`src/wiper_bank_regs.svh`:
```
// constants of the dual wiper register bank: field layout, codes, reset values
//
// Operation
// - each pot has its own 6-bit wiper
// - code selects one of 64 taps
// - four 6-bit stored settings per pot
// - power-up copies slot zero into wiper
// - registers written only over serial link
// - master drives serial clock; device follows it
// - data line open drain: pull low or release
// - four select inputs form low four address bits, bit0 LSB
// - address mismatch keeps device idle, line released
// - exactly one tap connected per pot
// - transfer, recall, save and step instructions
`ifndef WIPER_BANK_REGS_SVH
`define WIPER_BANK_REGS_SVH

// --------------------------------------------------------------------
// sizes
// --------------------------------------------------------------------
`define WIPER_W          6
`define TAP_COUNT        64
`define WIPER_MAX        6'h3F

// --------------------------------------------------------------------
// link address and instruction byte layout
// --------------------------------------------------------------------
`define DEV_ADDR_FIXED   3'h2
`define INSTR_OP_MSB     7
`define INSTR_OP_LSB     4
`define INSTR_SLOT_MSB   3
`define INSTR_SLOT_LSB   2
`define INSTR_POT_BIT    0
`define STEP_UP_BIT      0

// --------------------------------------------------------------------
// instruction codes
// --------------------------------------------------------------------
`define OP_STEP          4'h2
`define OP_RD_WIPER      4'h9
`define OP_WR_WIPER      4'hA
`define OP_RD_STORED     4'hB
`define OP_WR_STORED     4'hC
`define OP_RECALL        4'hD
`define OP_SAVE          4'hE

// --------------------------------------------------------------------
// reset values
// --------------------------------------------------------------------
`define STORED_RESET     6'h20
`define WIPER_RESET      6'h20
`define TAP_RESET        64'h0000_0000_0000_0001

`endif

```
`src/wiper_bank_pkg.sv`:
```
// types shared by the wiper register bank modules
`include "wiper_bank_regs.svh"
package wiper_bank_pkg;
  // one wiper position code
  typedef logic [`WIPER_W-1:0] wiper_pos_t;
  // serial link engine states
  typedef enum logic [2:0] {LINK_IDLE, LINK_RX, LINK_ACK, LINK_TX, LINK_TXACK} link_state_t;
  // instruction opcode
  typedef logic [3:0] op_code_t;
endpackage : wiper_bank_pkg

```
`src/wiper_link_if.sv`:
```
// wiper positions passed from the register bank to the tap decoder
`timescale 1ns/10ps
interface wiper_link_if;
  import wiper_bank_pkg::*;
  wiper_pos_t pos [2];  // current wiper code per pot
  modport bank    (output pos);
  modport decoder (input  pos);
endinterface : wiper_link_if

```
`src/dual_wiper_register_bank.sv`:
```
// dual wiper register bank with serial slave link and tap decode
`timescale 1ns/10ps
`include "wiper_bank_regs.svh"
module dual_wiper_register_bank #(
  parameter logic [2:0] FIXED_ADDR = `DEV_ADDR_FIXED  // upper address bits
) (
  // clock and reset
  input  logic                        clk,
  input  logic                        rst_b,
  // serial link pins
  input  logic                        sclIn,
  input  logic                        sdaIn,
  output logic                        sdaOut,
  output logic                        sdaOe_b,
  // address select straps
  input  logic                        addrSelectBitZero,
  input  logic                        addrSelectBitOne,
  input  logic                        addrSelectBitTwo,
  input  logic                        addrSelectBitThree,
  // wiper state
  output wiper_bank_pkg::wiper_pos_t  wiperPosPot0,
  output wiper_bank_pkg::wiper_pos_t  wiperPosPot1,
  output logic [`TAP_COUNT-1:0]       tapSelPot0,
  output logic [`TAP_COUNT-1:0]       tapSelPot1
);
  import wiper_bank_pkg::*;

  // --------------------------------------------------------------------
  // declarations
  // --------------------------------------------------------------------
  logic        sclMeta_reg, sclSync_reg, sclPrev_reg;   // clock pin synchroniser
  logic        sdaMeta_reg, sdaSync_reg, sdaPrev_reg;   // data pin synchroniser
  logic [3:0]  addrMeta_reg, addrSync_reg;              // strap synchroniser
  wiper_pos_t  wiperReg [2];                            // live wiper codes
  wiper_pos_t  storedReg [2][4];                        // stored settings
  logic        bootPending_reg;                         // recall after reset
  link_state_t state_reg, state_next;                   // link engine state
  logic [3:0]  bitCnt_reg, bitCnt_next;                 // bits of current byte
  logic [1:0]  byteCnt_reg, byteCnt_next;               // 0 addr, 1 instr, 2 data
  logic [7:0]  shift_reg, shift_next;                   // receive shifter
  logic [7:0]  txShift_reg, txShift_next;               // transmit shifter
  logic [7:0]  instr_reg, instr_next;                   // latched instruction
  logic        readMode_reg, readMode_next;             // read transaction
  logic        sdaOe_b_reg, sdaOe_b_next;               // low pulls line low

  wiper_link_if wiperLink ();

  // --------------------------------------------------------------------
  // pin synchronisers
  // --------------------------------------------------------------------
  always_ff @(posedge clk or negedge rst_b) begin
    if (!rst_b) begin
      {sclMeta_reg, sclSync_reg, sclPrev_reg} <= 3'h7;
      {sdaMeta_reg, sdaSync_reg, sdaPrev_reg} <= 3'h7;
    end else begin
      {sclMeta_reg, sclSync_reg, sclPrev_reg} <= {sclIn, sclMeta_reg, sclSync_reg};
      {sdaMeta_reg, sdaSync_reg, sdaPrev_reg} <= {sdaIn, sdaMeta_reg, sdaSync_reg};
    end
  end

  // straps, bit zero is the least significant
  always_ff @(posedge clk or negedge rst_b) begin
    if (!rst_b) begin
      addrMeta_reg <= 4'h0;
      addrSync_reg <= 4'h0;
    end else begin
      addrMeta_reg <= {addrSelectBitThree, addrSelectBitTwo,
                       addrSelectBitOne, addrSelectBitZero};
      addrSync_reg <= addrMeta_reg;
    end
  end

  // --------------------------------------------------------------------
  // link event decode: bits timed by the master's clock edges, start and stop by data edges while clock high
  // --------------------------------------------------------------------
  wire sclRise   = sclSync_reg & ~sclPrev_reg;
  wire sclFall   = ~sclSync_reg & sclPrev_reg;
  wire startSeen = sclSync_reg & sclPrev_reg & sdaPrev_reg & ~sdaSync_reg;
  wire stopSeen  = sclSync_reg & sclPrev_reg & ~sdaPrev_reg & sdaSync_reg;
  wire byteDone  = (state_reg == LINK_RX) & sclFall & (bitCnt_reg == 4'h8);
  wire isAddr    = (byteCnt_reg == 2'h0);
  wire isInstr   = (byteCnt_reg == 2'h1);
  wire isData    = (byteCnt_reg == 2'h2);
  wire addrMatch = (shift_reg[7:1] == {FIXED_ADDR, addrSync_reg});

  // fields of the latched and the just-received instruction
  wire op_code_t   opCode  = instr_reg[`INSTR_OP_MSB:`INSTR_OP_LSB];
  wire [1:0]       slotSel = instr_reg[`INSTR_SLOT_MSB:`INSTR_SLOT_LSB];
  wire             potSel  = instr_reg[`INSTR_POT_BIT];
  wire op_code_t   newOp   = shift_reg[`INSTR_OP_MSB:`INSTR_OP_LSB];
  wire [1:0]       newSlot = shift_reg[`INSTR_SLOT_MSB:`INSTR_SLOT_LSB];
  wire             newPot  = shift_reg[`INSTR_POT_BIT];
  wire wiper_pos_t dataIn  = shift_reg[`WIPER_W-1:0];

  // register actions, only ever caused by link traffic
  wire dataWrite  = byteDone & isData & ~readMode_reg;
  wire wrWiper    = dataWrite & (opCode == `OP_WR_WIPER);
  wire wrStored   = dataWrite & (opCode == `OP_WR_STORED);
  wire stepWiper  = dataWrite & (opCode == `OP_STEP);
  wire stepUp     = shift_reg[`STEP_UP_BIT];
  wire recallNow  = byteDone & isInstr & (newOp == `OP_RECALL);
  wire saveNow    = byteDone & isInstr & (newOp == `OP_SAVE);

  // read data: stored slot or live wiper, upper bits zero
  wire [7:0] txData = (opCode == `OP_RD_STORED) ? {2'h0, storedReg[potSel][slotSel]}
                                                : {2'h0, wiperReg[potSel]};

  // --------------------------------------------------------------------
  // register storage, one generate branch per pot and slot
  // --------------------------------------------------------------------
  always_ff @(posedge clk or negedge rst_b) begin
    if (!rst_b) begin
      bootPending_reg <= 1'b1;
    end else begin
      bootPending_reg <= 1'b0;
    end
  end

  genvar p, s;
  generate
    for (p = 0; p < 2; p++) begin : g_pot
      // saturating step target
      wire wiper_pos_t stepTarget =
        (stepUp && wiperReg[p] != `WIPER_MAX) ? wiper_pos_t'(wiperReg[p] + 6'h01) :
        (!stepUp && wiperReg[p] != 6'h00)     ? wiper_pos_t'(wiperReg[p] - 6'h01) :
                                                wiperReg[p];
      // each pot's wiper moves on the boot recall of slot zero or on its own selection
      always_ff @(posedge clk or negedge rst_b) begin
        if (!rst_b) begin
          wiperReg[p] <= `WIPER_RESET;
        end else if (bootPending_reg) begin
          wiperReg[p] <= storedReg[p][0];
        end else if (recallNow && newPot == p) begin
          wiperReg[p] <= storedReg[p][newSlot];
        end else if (wrWiper && potSel == p) begin
          wiperReg[p] <= dataIn;
        end else if (stepWiper && potSel == p) begin
          wiperReg[p] <= stepTarget;
        end
      end

      for (s = 0; s < 4; s++) begin : g_slot
        // stored slot: saved from wiper or written over the link
        always_ff @(posedge clk or negedge rst_b) begin
          if (!rst_b) begin
            storedReg[p][s] <= `STORED_RESET;
          end else if (saveNow && newPot == p && newSlot == s) begin
            storedReg[p][s] <= wiperReg[p];
          end else if (wrStored && potSel == p && slotSel == s) begin
            storedReg[p][s] <= dataIn;
          end
        end
      end

      assign wiperLink.pos[p] = wiperReg[p];
    end
  endgenerate

  // --------------------------------------------------------------------
  // link engine next state
  // --------------------------------------------------------------------
  always_comb begin
    state_next    = state_reg;
    bitCnt_next   = bitCnt_reg;
    byteCnt_next  = byteCnt_reg;
    shift_next    = shift_reg;
    txShift_next  = txShift_reg;
    instr_next    = instr_reg;
    readMode_next = readMode_reg;
    sdaOe_b_next  = sdaOe_b_reg;
    if (startSeen) begin
      // start or repeated start
      state_next   = LINK_RX;
      bitCnt_next  = 4'h0;
      byteCnt_next = 2'h0;
      sdaOe_b_next = 1'b1;
    end else if (stopSeen) begin
      // stop ends every transaction
      state_next   = LINK_IDLE;
      sdaOe_b_next = 1'b1;
    end else begin
      case (state_reg)
        LINK_RX: begin
          if (sclRise) begin
            shift_next  = {shift_reg[6:0], sdaSync_reg};
            bitCnt_next = 4'(bitCnt_reg + 4'h1);
          end else if (byteDone) begin
            if (isAddr && !addrMatch) begin
              state_next = LINK_IDLE;
            end else begin
              state_next   = LINK_ACK;
              sdaOe_b_next = 1'b0;
              byteCnt_next = isData ? 2'h2 : 2'(byteCnt_reg + 2'h1);
              if (isAddr) begin
                readMode_next = shift_reg[0];
              end
              if (isInstr) begin
                instr_next = shift_reg;
              end
            end
          end
        end
        LINK_ACK: begin
          if (sclFall) begin
            bitCnt_next = 4'h0;
            if (readMode_reg) begin
              state_next   = LINK_TX;
              txShift_next = txData;
              sdaOe_b_next = txData[7];
            end else begin
              state_next   = LINK_RX;
              sdaOe_b_next = 1'b1;
            end
          end
        end
        LINK_TX: begin
          if (sclRise) begin
            bitCnt_next = 4'(bitCnt_reg + 4'h1);
          end else if (sclFall) begin
            if (bitCnt_reg == 4'h8) begin
              state_next   = LINK_TXACK;
              sdaOe_b_next = 1'b1;
            end else begin
              txShift_next = {txShift_reg[6:0], 1'b0};
              sdaOe_b_next = txShift_reg[6];
            end
          end
        end
        LINK_TXACK: begin
          // master acknowledge asks for another byte, no-ack ends
          if (sclRise) begin
            state_next = sdaSync_reg ? LINK_IDLE : LINK_ACK;
          end
        end
        default: begin
          state_next   = LINK_IDLE;
          sdaOe_b_next = 1'b1;
        end
      endcase
    end
  end

  // --------------------------------------------------------------------
  // link engine registers
  // --------------------------------------------------------------------
  always_ff @(posedge clk or negedge rst_b) begin
    if (!rst_b) begin
      state_reg    <= LINK_IDLE;
      bitCnt_reg   <= 4'h0;
      byteCnt_reg  <= 2'h0;
      shift_reg    <= 8'h00;
      txShift_reg  <= 8'h00;
      instr_reg    <= 8'h00;
      readMode_reg <= 1'b0;
      sdaOe_b_reg  <= 1'b1;
    end else begin
      state_reg    <= state_next;
      bitCnt_reg   <= bitCnt_next;
      byteCnt_reg  <= byteCnt_next;
      shift_reg    <= shift_next;
      txShift_reg  <= txShift_next;
      instr_reg    <= instr_next;
      readMode_reg <= readMode_next;
      sdaOe_b_reg  <= sdaOe_b_next;
    end
  end

  // --------------------------------------------------------------------
  // outputs and tap decode
  // --------------------------------------------------------------------
  assign sdaOut       = 1'b0;  // open drain: only ever pulls low
  assign sdaOe_b      = sdaOe_b_reg;
  assign wiperPosPot0 = wiperReg[0];
  assign wiperPosPot1 = wiperReg[1];

  tap_decoder u_tap_decoder (
    .clk        (clk),
    .rst_b      (rst_b),
    .link       (wiperLink.decoder),
    .tapSelPot0 (tapSelPot0),
    .tapSelPot1 (tapSelPot1)
  );
endmodule : dual_wiper_register_bank

```
`src/tap_decoder.sv`:
```
// one-hot tap switch decoder for both pots
`timescale 1ns/10ps
`include "wiper_bank_regs.svh"
module tap_decoder (
  // clock and reset
  input  logic                   clk,
  input  logic                   rst_b,
  // wiper codes
  wiper_link_if.decoder          link,
  // tap switch enables, bit 0 at the low end terminal
  output logic [`TAP_COUNT-1:0]  tapSelPot0,
  output logic [`TAP_COUNT-1:0]  tapSelPot1
);
  import wiper_bank_pkg::*;

  logic [`TAP_COUNT-1:0] tapSel_reg [2];  // registered switch enables

  // --------------------------------------------------------------------
  // per-pot decode
  // --------------------------------------------------------------------
  genvar p;
  generate
    for (p = 0; p < 2; p++) begin : g_pot
      // code n closes switch n only; 0 is low end, max is high end
      always_ff @(posedge clk or negedge rst_b) begin
        if (!rst_b) begin
          tapSel_reg[p] <= `TAP_RESET;
        end else begin
          tapSel_reg[p] <= `TAP_RESET << link.pos[p];
        end
      end

    end
  endgenerate

  assign tapSelPot0 = tapSel_reg[0];
  assign tapSelPot1 = tapSel_reg[1];
endmodule : tap_decoder

```
`config.mk`:
```
export PLATFORM = sky130hd
export DESIGN_NAME = dual_wiper_register_bank
export DESIGN_NICKNAME = d
export VERILOG_FILES = /design/src/wiper_bank_pkg.sv /design/src/wiper_link_if.sv /design/src/dual_wiper_register_bank.sv /design/src/tap_decoder.sv
export VERILOG_INCLUDE_DIRS = /design/src /design/src/src
export SDC_FILE = /design/constraint.sdc
export NUM_CORES = 1
export LEC_CHECK = 0
export ABC_AREA = 1
export ABC_CLOCK_PERIOD_IN_PS = 7800
export BUFFER_PORTS_ARGS = -buffer_cell sky130_fd_sc_hd__buf_2
export CORE_ASPECT_RATIO = 1.1
export CORE_MARGIN = 1
export CORE_UTILIZATION = 38
export CTS_CLUSTER_DIAMETER = 60
export DETAILED_ROUTE_END_ITERATION = 12
export GPL_ROUTABILITY_DRIVEN = 0
export GPL_TIMING_DRIVEN = 0
export PLACE_DENSITY = 0.54
export SLEW_MARGIN = 15
export SYNTH_ARGS = -nofsm -noshare
export SYNTH_HDL_FRONTEND = slang
export SYNTH_SLANG_ARGS = --single-unit
```
`constraint.sdc`:
```
create_clock -name clk -period 7.8 [get_ports clk]
set_clock_uncertainty 0.15 [all_clocks]
set_input_delay 0.78 -clock clk [delete_from_list [all_inputs] [get_ports clk]]
set_output_delay 0.78 -clock clk [all_outputs]
set_load 0.02 [all_outputs]
```
# Word-level counts from Yosys, hierarchy flattened
# Index checks and enable logic that the tools add are counted.
# op_classes
add_sub_neg,6
magnitude_cmp,3
eq_ne,41
n_shift,2
muxes,86
n_bitwise,31
n_reduce_logical,65
# ops
op,n
$mux 6,38
$shl 1x6->64 const A,2
$mux 24,3
$bmux 6 s2,3
$mux 7,5
$ne 4x4->1 const B,8
$logic_and 1x1->1,31
$reduce_and 7->1,4
$mux 3,9
$eq 4x4->1 const B,6
$reduce_bool 2->1,11
$mux 2,10
$and 1x1->1,17
$mux 4,4
$ne 2x2->1 const B,7
$pmux 7 s2,1
$add 6x1->6 const B,2
$ne 6x6->1 const B,2
$pmux 3 s4,1
$reduce_bool 6->1,2
$sub 6x1->6 const B,2
$not 1->1,11
$eq 2x2->1 const B,5
$mux 1,10
other kinds (27),40
# word_totals
ff_bits,237
inputBits,8
out_inout_bits,142

# Longest topological paths before layout
# Gate-level depths: netlist (run 1).
# depth
ltp_word,12
depth_mapped,18

# Cells and area by module
# From an unflattened synthesis (run 1), not the netlist that was laid out.
# hier_totals
hier_cells,1392
hier_area_um2,11193.2
# modules_own_cells
mod,instances,cells_each,area_each_um2
dual_wiper_register_bank,1,1024,6889.1
tap_decoder,1,368,4304.1

# Worst setup path after synthesis (run 1)
# OpenSTA, ideal clock, no wires.
# synth_path
kind,reg2reg
startpoint,"register wiperReg, in the netlist wiperPosPot0[1]"
endpoint,"register wiperReg, in the netlist wiperPosPot0[4]"
arrival_time_ns,2.428
path_slack_ns,5.104
stages_incl_launch_ff,16
n_path_buf,1
path_cell_list,dfrtp_1 -> buf_4 -> nand2_1 -> nor2_1 -> inv_1 -> o21ai_0 -> ha_1 -> a21oi_1 -> nand2_1 -> xor2_1 -> inv_1 -> nand2_1 -> nand3_1 -> nand2_1 -> nand3_1 -> nand2_1
# synth_via
elab_chain_cells,7
elab_cells_between_ends,14
# synth_rtl
element,line,source
"start, declared",dual_wiper_register_bank.sv:34,wiper_pos_t wiperReg [2];
"start signal, assigned by index",dual_wiper_register_bank.sv:130,wiperReg[p] <= `WIPER_RESET;
"start signal, assigned by index",dual_wiper_register_bank.sv:132,wiperReg[p] <= storedReg[p][0];
"start signal, assigned by index",dual_wiper_register_bank.sv:134,wiperReg[p] <= storedReg[p][newSlot];
$sub 6x1->6 / $ne 6x6->1 (equally long branches),--,
$mux 6 / $logic_and 1x1->1 (equally long branches),--,
$mux 6,dual_wiper_register_bank.sv:124,(stepUp && wiperReg[p] != `WIPER_MAX) ? wiper_pos_t'(wiperReg[p] + 6'h01) :
$mux 6,dual_wiper_register_bank.sv:137,end else if (stepWiper && potSel == p) begin
$mux 6,dual_wiper_register_bank.sv:135,end else if (wrWiper && potSel == p) begin
$mux 6,dual_wiper_register_bank.sv:133,end else if (recallNow && newPot == p) begin
$mux 6,dual_wiper_register_bank.sv:131,end else if (bootPending_reg) begin
# Several ways; a longest one is shown, not always the timed one. The select of a mux whose other input is x is not followed.
# A chain may end at the register's enable or synchronous reset.

# Worst setup path after layout (run 1)
# layout_path
startpoint,"register wiperReg, in the netlist wiperPosPot1[5]"
endpoint,"register wiperReg, in the netlist wiperPosPot1[3]"
# layout_via
elab_chain_cells,7
elab_cells_between_ends,11
# layout_rtl
element,line
$ne 6x6->1 (no source line),--
$logic_and 1x1->1 (no source line),--
$mux 6,dual_wiper_register_bank.sv:124
$mux 6,dual_wiper_register_bank.sv:137
$mux 6,dual_wiper_register_bank.sv:135
$mux 6,dual_wiper_register_bank.sv:133
$mux 6,dual_wiper_register_bank.sv:131
# Several ways; a longest one is shown, not always the timed one. The select of a mux whose other input is x is not followed.

==> results.json, run 1 <==
{
  "status": "complete, no violations",
  "power.share.sequential_pct": 41.8,
  "slowest_delay_ns": 0.53,
  "r2r_slack_ns": 4.56,
  "async_flop_share_pct": 100,
  "design_area_sq_mm": 0.0132,
  "antenna_found_initial": 0,
  "postSynthCellCount": 1311,
  "chipHeight_microns": 181,
  "rows": 65,
  "drv_cap": 0,
  "grt_max_degree": 95,
  "port_buffers": 148,
  "fin_hold_ws_ns": 0.0214,
  "ys_seq_elements": 236,
  "drt_pass1_iterations": 5,
  "ys_warn_count": 0,
  "grt_pass1_wl_mm": 52.9,
  "antenna_cells": 0,
  "yosysMostFrequentCell": "nand2_1",
  "cts_tree": "yes",
  "grt_usage_pct": 22.9,
  "clkPwrFrac_pct": 41.0,
  "place_area_sq_mm": 0.0123,
  "post_cts_buffers": 0,
  "die_x_microns": 165,
  "overflow": 0,
  "cts_resized": 0,
  "ys_seq_area_share_pct": 53.7,
  "detail_route.wirelength_mm": 33.8,
  "clock_sinks": 236,
  "cp.required_ns": 8.07,
  "die-area_sq_mm": 0.0298,
  "p_sw_share_pct": 30.0,
  "setup_viol": 0,
  "power_density_mw_per_mm2": 235,
  "combPwrFrac_pct": 17.2,
  "drv_slew": 0,
  "fillCellCount": 2874,
  "cts_inserted_buffers": 27,
  "rr_startpoint": "wiperPosPot1[5]$_DFFE_PN1P_",
  "yosysTopAreaCell": "dfrtp_1",
  "cp-start-kind": "register",
  "coreArea_sq_mm": 0.0286,
  "synth_edf_count": 0,
  "crit_chain": "clkbuf_1 -> nand2_1 -> o21ai_1 -> ha_1 -> nand2_1 -> nand2_1 -> a31oi_1 -> xor2_1 -> nand2_1 -> nand3_1 -> nand2_1 -> nand3_1 -> nand2_1",
  "ys_types": 45,
  "rsz0062_at_grt": "no",
  "drt-initial-drc-count": 860,
  "crit_arrival_ns": 3.51,
  "r2r_cells": 13,
  "avgSynthCellArea_sq_um": 8.43,
  "via_per_inst": 5.14,
  "crit_fanout": 8,
  "start_util_pct": 38.6,
  "ios": 150,
  "finalNonFillerCells": 1876,
  "layout-drive-gt1-share_pct": 18.7,
  "drc_errors": 0,
  "critical_path_class": "register to register",
  "num_vias": 9642,
  "p_int_mw": 2.18,
  "drtAntennaViolNets": 0,
  "dp.final_hpwl_mm": 25.0,
  "syn-cell-area_sq_mm": 0.0110,
  "avgRoutedWirePerCell_microns": 18.0,
  "path_clk_slew_ns": 0.06,
  "finalCriticalPeriod_ns": 3.24,
  "grt_pass1_vias": 9519,
  "synthFlopType": "dfrtp_1",
  "p_total_mw": 3.11,
  "synth_top_area_share_pct": 48.9,
  "min_path_type": "primary input to asynchronous set/reset pin",
  "cp_common_cell": "nand2_1",
  "clock_tree.root_cell": "clkbuf_16",
  "fin_setup_tns_ns": 0,
  "power.switching_uw": 932,
  "p_leak_nw": 6.70,
  "final_nets": 1515,
  "tightest_slew_ns": 1.05,
  "clk_path_buf_depth": 3,
  "clock_latency_ns": 0.54,
  "worstReg2RegEnd": "wiperPosPot1[3]$_DFFE_PN0P_",
  "final_hold_viol_count": 0,
  "final.period_utilization_pct": 41.6,
  "post-place-cells": 1830,
  "maxSlewHeadroom_pct": 29.4,
  "max_clock_freq_mhz": 308,
  "slowest_stage": "o21ai_1",
  "synthTopCellsByArea": "dfrtp_1, nand2_1, nand3_1, dfstp_2, inv_1",
  "yosys-top-cells-count": "nand2_1, dfrtp_1, inv_1, nand3_1, nor2_1",
  "endpoint_kind": "register",
  "ir_drop_mv": 0.191,
  "htreeDepth": 1,
  "syn2layout_area_growth_pct": 19.6,
  "ctsHoldBuffers": 0
}
routing by layer:
metal	GRT usage (%)	wire, microns	vias up
met2	39.3	16500	354
met4	7.52	1020	0
li1	-	-	4613
met1	29.4	14300	4599
met3	3.26	2060	76
met5	0	0	-
per-stage QoR:
stage	utilization [%]	setup slack [ns]
finish	46.1	4.56
detailed placement	43.0	4.58
global route	46.1	4.21
global placement	42.8	1.64
floorplan	-	5.10
CTS	46.1	4.55
cell type report:
type / count / area, sq um / share of cell area, %
tap: 368 / 460 / 3.49
buffer: 47 / 215 / 1.63
multi-input combinational: 881 / 4340 / 32.9
clock buffer: 37 / 773 / 5.85
inverter: 148 / 561 / 4.24
timing repair buffer: 150 / 806 / 6.10
sequential: 236 / 5930 / 44.9
clock inverter: 9 / 120 / 0.909
layout by cell type (no fill, tap or decap), types with 3 or more instances in the layout:
master and instances:
buf_2 157, o22ai_1 6, a22oi_1 8, inv_1 128, xor2_1 3, inv_2 14, xnor2_1 5, or2_2 3
o21ai_0 82, nand2_2 3, nand3_1 128, nand2_1 327, nor3_1 60, buf_4 3, ha_1 14, dfstp_2 20
clkbuf_16 27, nand2_4 9, dfrtp_1 216, nand4_1 9, clkbuf_1 34, o21ai_1 5, clkinv_1 4, o211ai_1 29
nor2_2 6, nor2_1 126, clkbuf_8 6, a21oi_1 29, nor2_4 10
how the worst max path moves through the flow:
stage	depth (start not counted)	endpoint	startpoint	slack, ns
after floorplan	15	wiperPosPot0[4]$_DFFE_PN0P_	wiperPosPot0[1]$_DFFE_PN0P_	5.10
after global placement	1	storedReg[2]$_DFFE_PN0P_	rst_b	1.64
after detailed placement	16	wiperPosPot1[5]$_DFFE_PN1P_	wiperPosPot1[5]$_DFFE_PN1P_	4.58
after CTS	16	wiperPosPot1[5]$_DFFE_PN1P_	wiperPosPot1[5]$_DFFE_PN1P_	4.55
after global routing	14	wiperPosPot1[5]$_DFFE_PN1P_	wiperPosPot1[5]$_DFFE_PN1P_	4.21
final	13	wiperPosPot1[3]$_DFFE_PN0P_	wiperPosPot1[5]$_DFFE_PN1P_	4.56
critical path, delay by kind of cell (launching register included):
kind,cells,cell delay (ns)
AO/OA/AOI/OAI,2,0.70
XOR/XNOR,1,0.19
flip-flops,1,0.52
adder cells (fa/ha/maj),1,0.40
buffers and inverters,1,0.36
AND/OR/NAND/NOR,8,0.80
power groups by stage:
stage,Clock [mW],Combinational (mW),Sequential [mW]
finish,1.27,0.536,1.30
global route,1.35,0.597,1.30
CTS,1.30,0.540,1.30
detailed placement,0,0.536,1.32
global placement,0,0.529,1.32
floorplan,0,0.306,1.35
kinds of logic (layout without fill, tap and decap cells):
group           Yosys count  in the layout  share of synthesized area (%)
simple gates            687            687                           27.7
other cells               1              2                         0.0340
compound gates          168            168                           8.93
xor+xnor                  8              8                          0.634
fa+ha+maj                16             16                           1.95
buf+inv                 195            391                           7.02
flops                   236            236                           53.7
No activity file was read; power rests on OpenSTA's default activity.
==> run 2: changes to the inputs <==
--- a/config.mk
+++ b/config.mk
@@ -7,7 +7,7 @@
 export NUM_CORES = 1
 export LEC_CHECK = 0
 export ABC_AREA = 1
-export ABC_CLOCK_PERIOD_IN_PS = 7800
+export ABC_CLOCK_PERIOD_IN_PS = 3000
 export BUFFER_PORTS_ARGS = -buffer_cell sky130_fd_sc_hd__buf_2
 export CORE_ASPECT_RATIO = 1.1
 export CORE_MARGIN = 1
==> constraint.sdc (replaced) <==
create_clock -name clk -period 3 [get_ports clk]
set_clock_uncertainty 0.15 [all_clocks]
set_input_delay 0.3 -clock clk [delete_from_list [all_inputs] [get_ports clk]]
set_output_delay 0.3 -clock clk [all_outputs]
set_load 0.02 [all_outputs]
==> results.json, run 2 (same netlist as run 1, synthesis figures left out) <==
{
  "final.period_utilization_pct": 93.3,
  "ios": 150,
  "slowest_delay_ns": 0.56,
  "p_int_mw": 5.67,
  "finalCriticalPeriod_ns": 2.80,
  "design_area_sq_mm": 0.0133,
  "die_x_microns": 165,
  "power.switching_mw": 2.43,
  "cp-start-kind": "register",
  "r2r_cells": 11,
  "final_util_pct": 46.5,
  "syn2layout_area_growth_pct": 20.5,
  "port_buffers": 148,
  "clock_tree.root_cell": "clkbuf_16",
  "antenna_found_initial": 0,
  "via_per_inst": 5.12,
  "layout-drive-gt1-share_pct": 19.0,
  "post_cts_buffers": 0,
  "avgRoutedWirePerCell_microns": 18.0,
  "drtAntennaViolNets": 0,
  "grt_max_degree": 95,
  "die-area_sq_mm": 0.0298,
  "final_hold_viol_count": 0,
  "grt_usage_pct": 22.9,
  "num_vias": 9634,
  "rows": 65,
  "maxSlewHeadroom_pct": 24.9,
  "final_nets": 1521,
  "start_util_pct": 38.6,
  "clk_path_buf_depth": 3,
  "cts_tree": "yes",
  "fin_setup_tns_ns": 0,
  "power_density_mw_per_mm2": 609,
  "cp_common_cell": "nand2_1",
  "finalNonFillerCells": 1882,
  "drt-initial-drc-count": 896,
  "cts_inserted_buffers": 27,
  "seqCellArea_sq_mm": 0.00593,
  "cp.required_ns": 3.32,
  "dp.final_hpwl_mm": 25.0,
  "critical_path_class": "register to register",
  "max_clock_freq_mhz": 357,
  "p_sw_share_pct": 30.0,
  "worstReg2RegEnd": "wiperPosPot1[5]$_DFFE_PN1P_",
  "chipHeight_microns": 181,
  "endpoint_kind": "register",
  "slowest_stage": "nor2_2",
  "htreeDepth": 1,
  "combPwrFrac_pct": 17.4,
  "drv_cap": 0,
  "clock_latency_ns": 0.54,
  "tightest_slew_ns": 1.12,
  "post-place-cells": 1830,
  "status": "complete, no violations",
  "antenna_cells": 0,
  "layout_common_cells": "nand2_1, dfrtp_1, buf_2",
  "r2r_slack_ns": 0.20,
  "multiInputGateArea_sq_mm": 0.00437,
  "path_clk_slew_ns": 0.06,
  "detail_route.wirelength_mm": 33.8,
  "layout_commonest_cell": "nand2_1",
  "rr_startpoint": "shift_reg[2]$_DFFE_PN0P_",
  "ir_drop_mv": 0.498,
  "coreArea_sq_mm": 0.0286,
  "setup_viol": 0,
  "drc_errors": 0,
  "crit_arrival_ns": 3.12,
  "grt_pass1_vias": 9526,
  "crit_fanout": 10,
  "clkPwrFrac_pct": 40.8,
  "fillCellCount": 2856,
  "place_area_sq_mm": 0.0123,
  "overflow": 0,
  "power.share.sequential_pct": 41.8,
  "crit_chain": "buf_2 -> clkinv_1 -> nor2_2 -> inv_1 -> o22ai_1 -> a21oi_1 -> o211ai_1 -> nand2_1 -> nand2_1 -> nand2_1 -> nand2_1",
  "clock_sinks": 236,
  "p_leak_nw": 6.73,
  "grt_pass1_wl_mm": 52.9,
  "drv_slew": 0,
  "min_path_type": "primary input to asynchronous set/reset pin",
  "drt_pass1_iterations": 5
}
-- run 2: power by group through the flow --
stage	Combinational, mW	Sequential [mW]	Clock (mW)
final	1.41	3.39	3.31
after floorplan	0.795	3.52	0
after CTS	1.40	3.39	3.38
after detailed placement	1.39	3.44	0
after global routing	1.57	3.40	3.51
after global placement	1.38	3.43	0
-- run 2: what timing repair did --
| item | 4_1_cts | 5_1_grt |
|---|---|---|
| hold buffers | 7 | 0 |
| pin swaps | 0 | 0 |
| gates cloned | 0 | 0 |
| setup endpoints to repair | 7 | 6 |
| resized for setup | 2 | 13 |
| hold endpoints to repair | 64 | 0 |
-- run 2: per-stage QoR --
stage | setup WS, ns | hold slack (ns) | power [mW]
global route | -0.00763 | 0.175 | 8.47
finish | 0.201 | 0.136 | 8.11
CTS | 0.00343 | 0.151 | 8.17
floorplan | 0.304 | -0.146 | 4.31
detailed placement | -0.224 | 0.126 | 4.83
global placement | -2.68 | 0.185 | 4.81
-- run 2: final cells by class --
| cell class | instances | area share [%] |
|---|---|---|
| Buffer | 46 | 1.68 |
| Clock buffer | 37 | 5.81 |
| Clock inverter | 9 | 0.902 |
| Inverter | 148 | 4.21 |
| Multi-Input combinational cell | 881 | 32.8 |
| Sequential cell | 236 | 44.6 |
| Tap cell | 368 | 3.46 |
| Timing Repair Buffer | 157 | 6.58 |
-- run 2: worst max path at each step --
stage,startpoint,end,slack [ns],depth (start not counted)
global route,wiperPosPot1[1]$_DFFE_PN0P_,wiperPosPot1[5]$_DFFE_PN1P_,-0.008,18
detailed placement,wiperPosPot1[5]$_DFFE_PN1P_,wiperPosPot1[5]$_DFFE_PN1P_,-0.22,16
global placement,rst_b,storedReg[2]$_DFFE_PN0P_,-2.68,1
CTS,wiperPosPot1[4]$_DFFE_PN0P_,wiperPosPot1[5]$_DFFE_PN1P_,0.003,16
finish,shift_reg[2]$_DFFE_PN0P_,wiperPosPot1[5]$_DFFE_PN1P_,0.20,11
floorplan,wiperPosPot0[1]$_DFFE_PN0P_,wiperPosPot0[4]$_DFFE_PN0P_,0.30,15
-- run 2: worst max-delay path: cells and delay by family, from the launching register on --
family	cells	cell delay, ns
buf+inv	3	0.92
flops	1	0.31
simple gates	5	0.84
compound gates	3	0.51
-- run 2: routing by layer --
layer	global-route usage, %	wire [microns]	up-vias
met3	3.26	2050	75
met2	39.3	16500	366
li1	-	-	4618
met1	29.4	14300	4575
met4	7.52	1030	0
met5	0	0	-
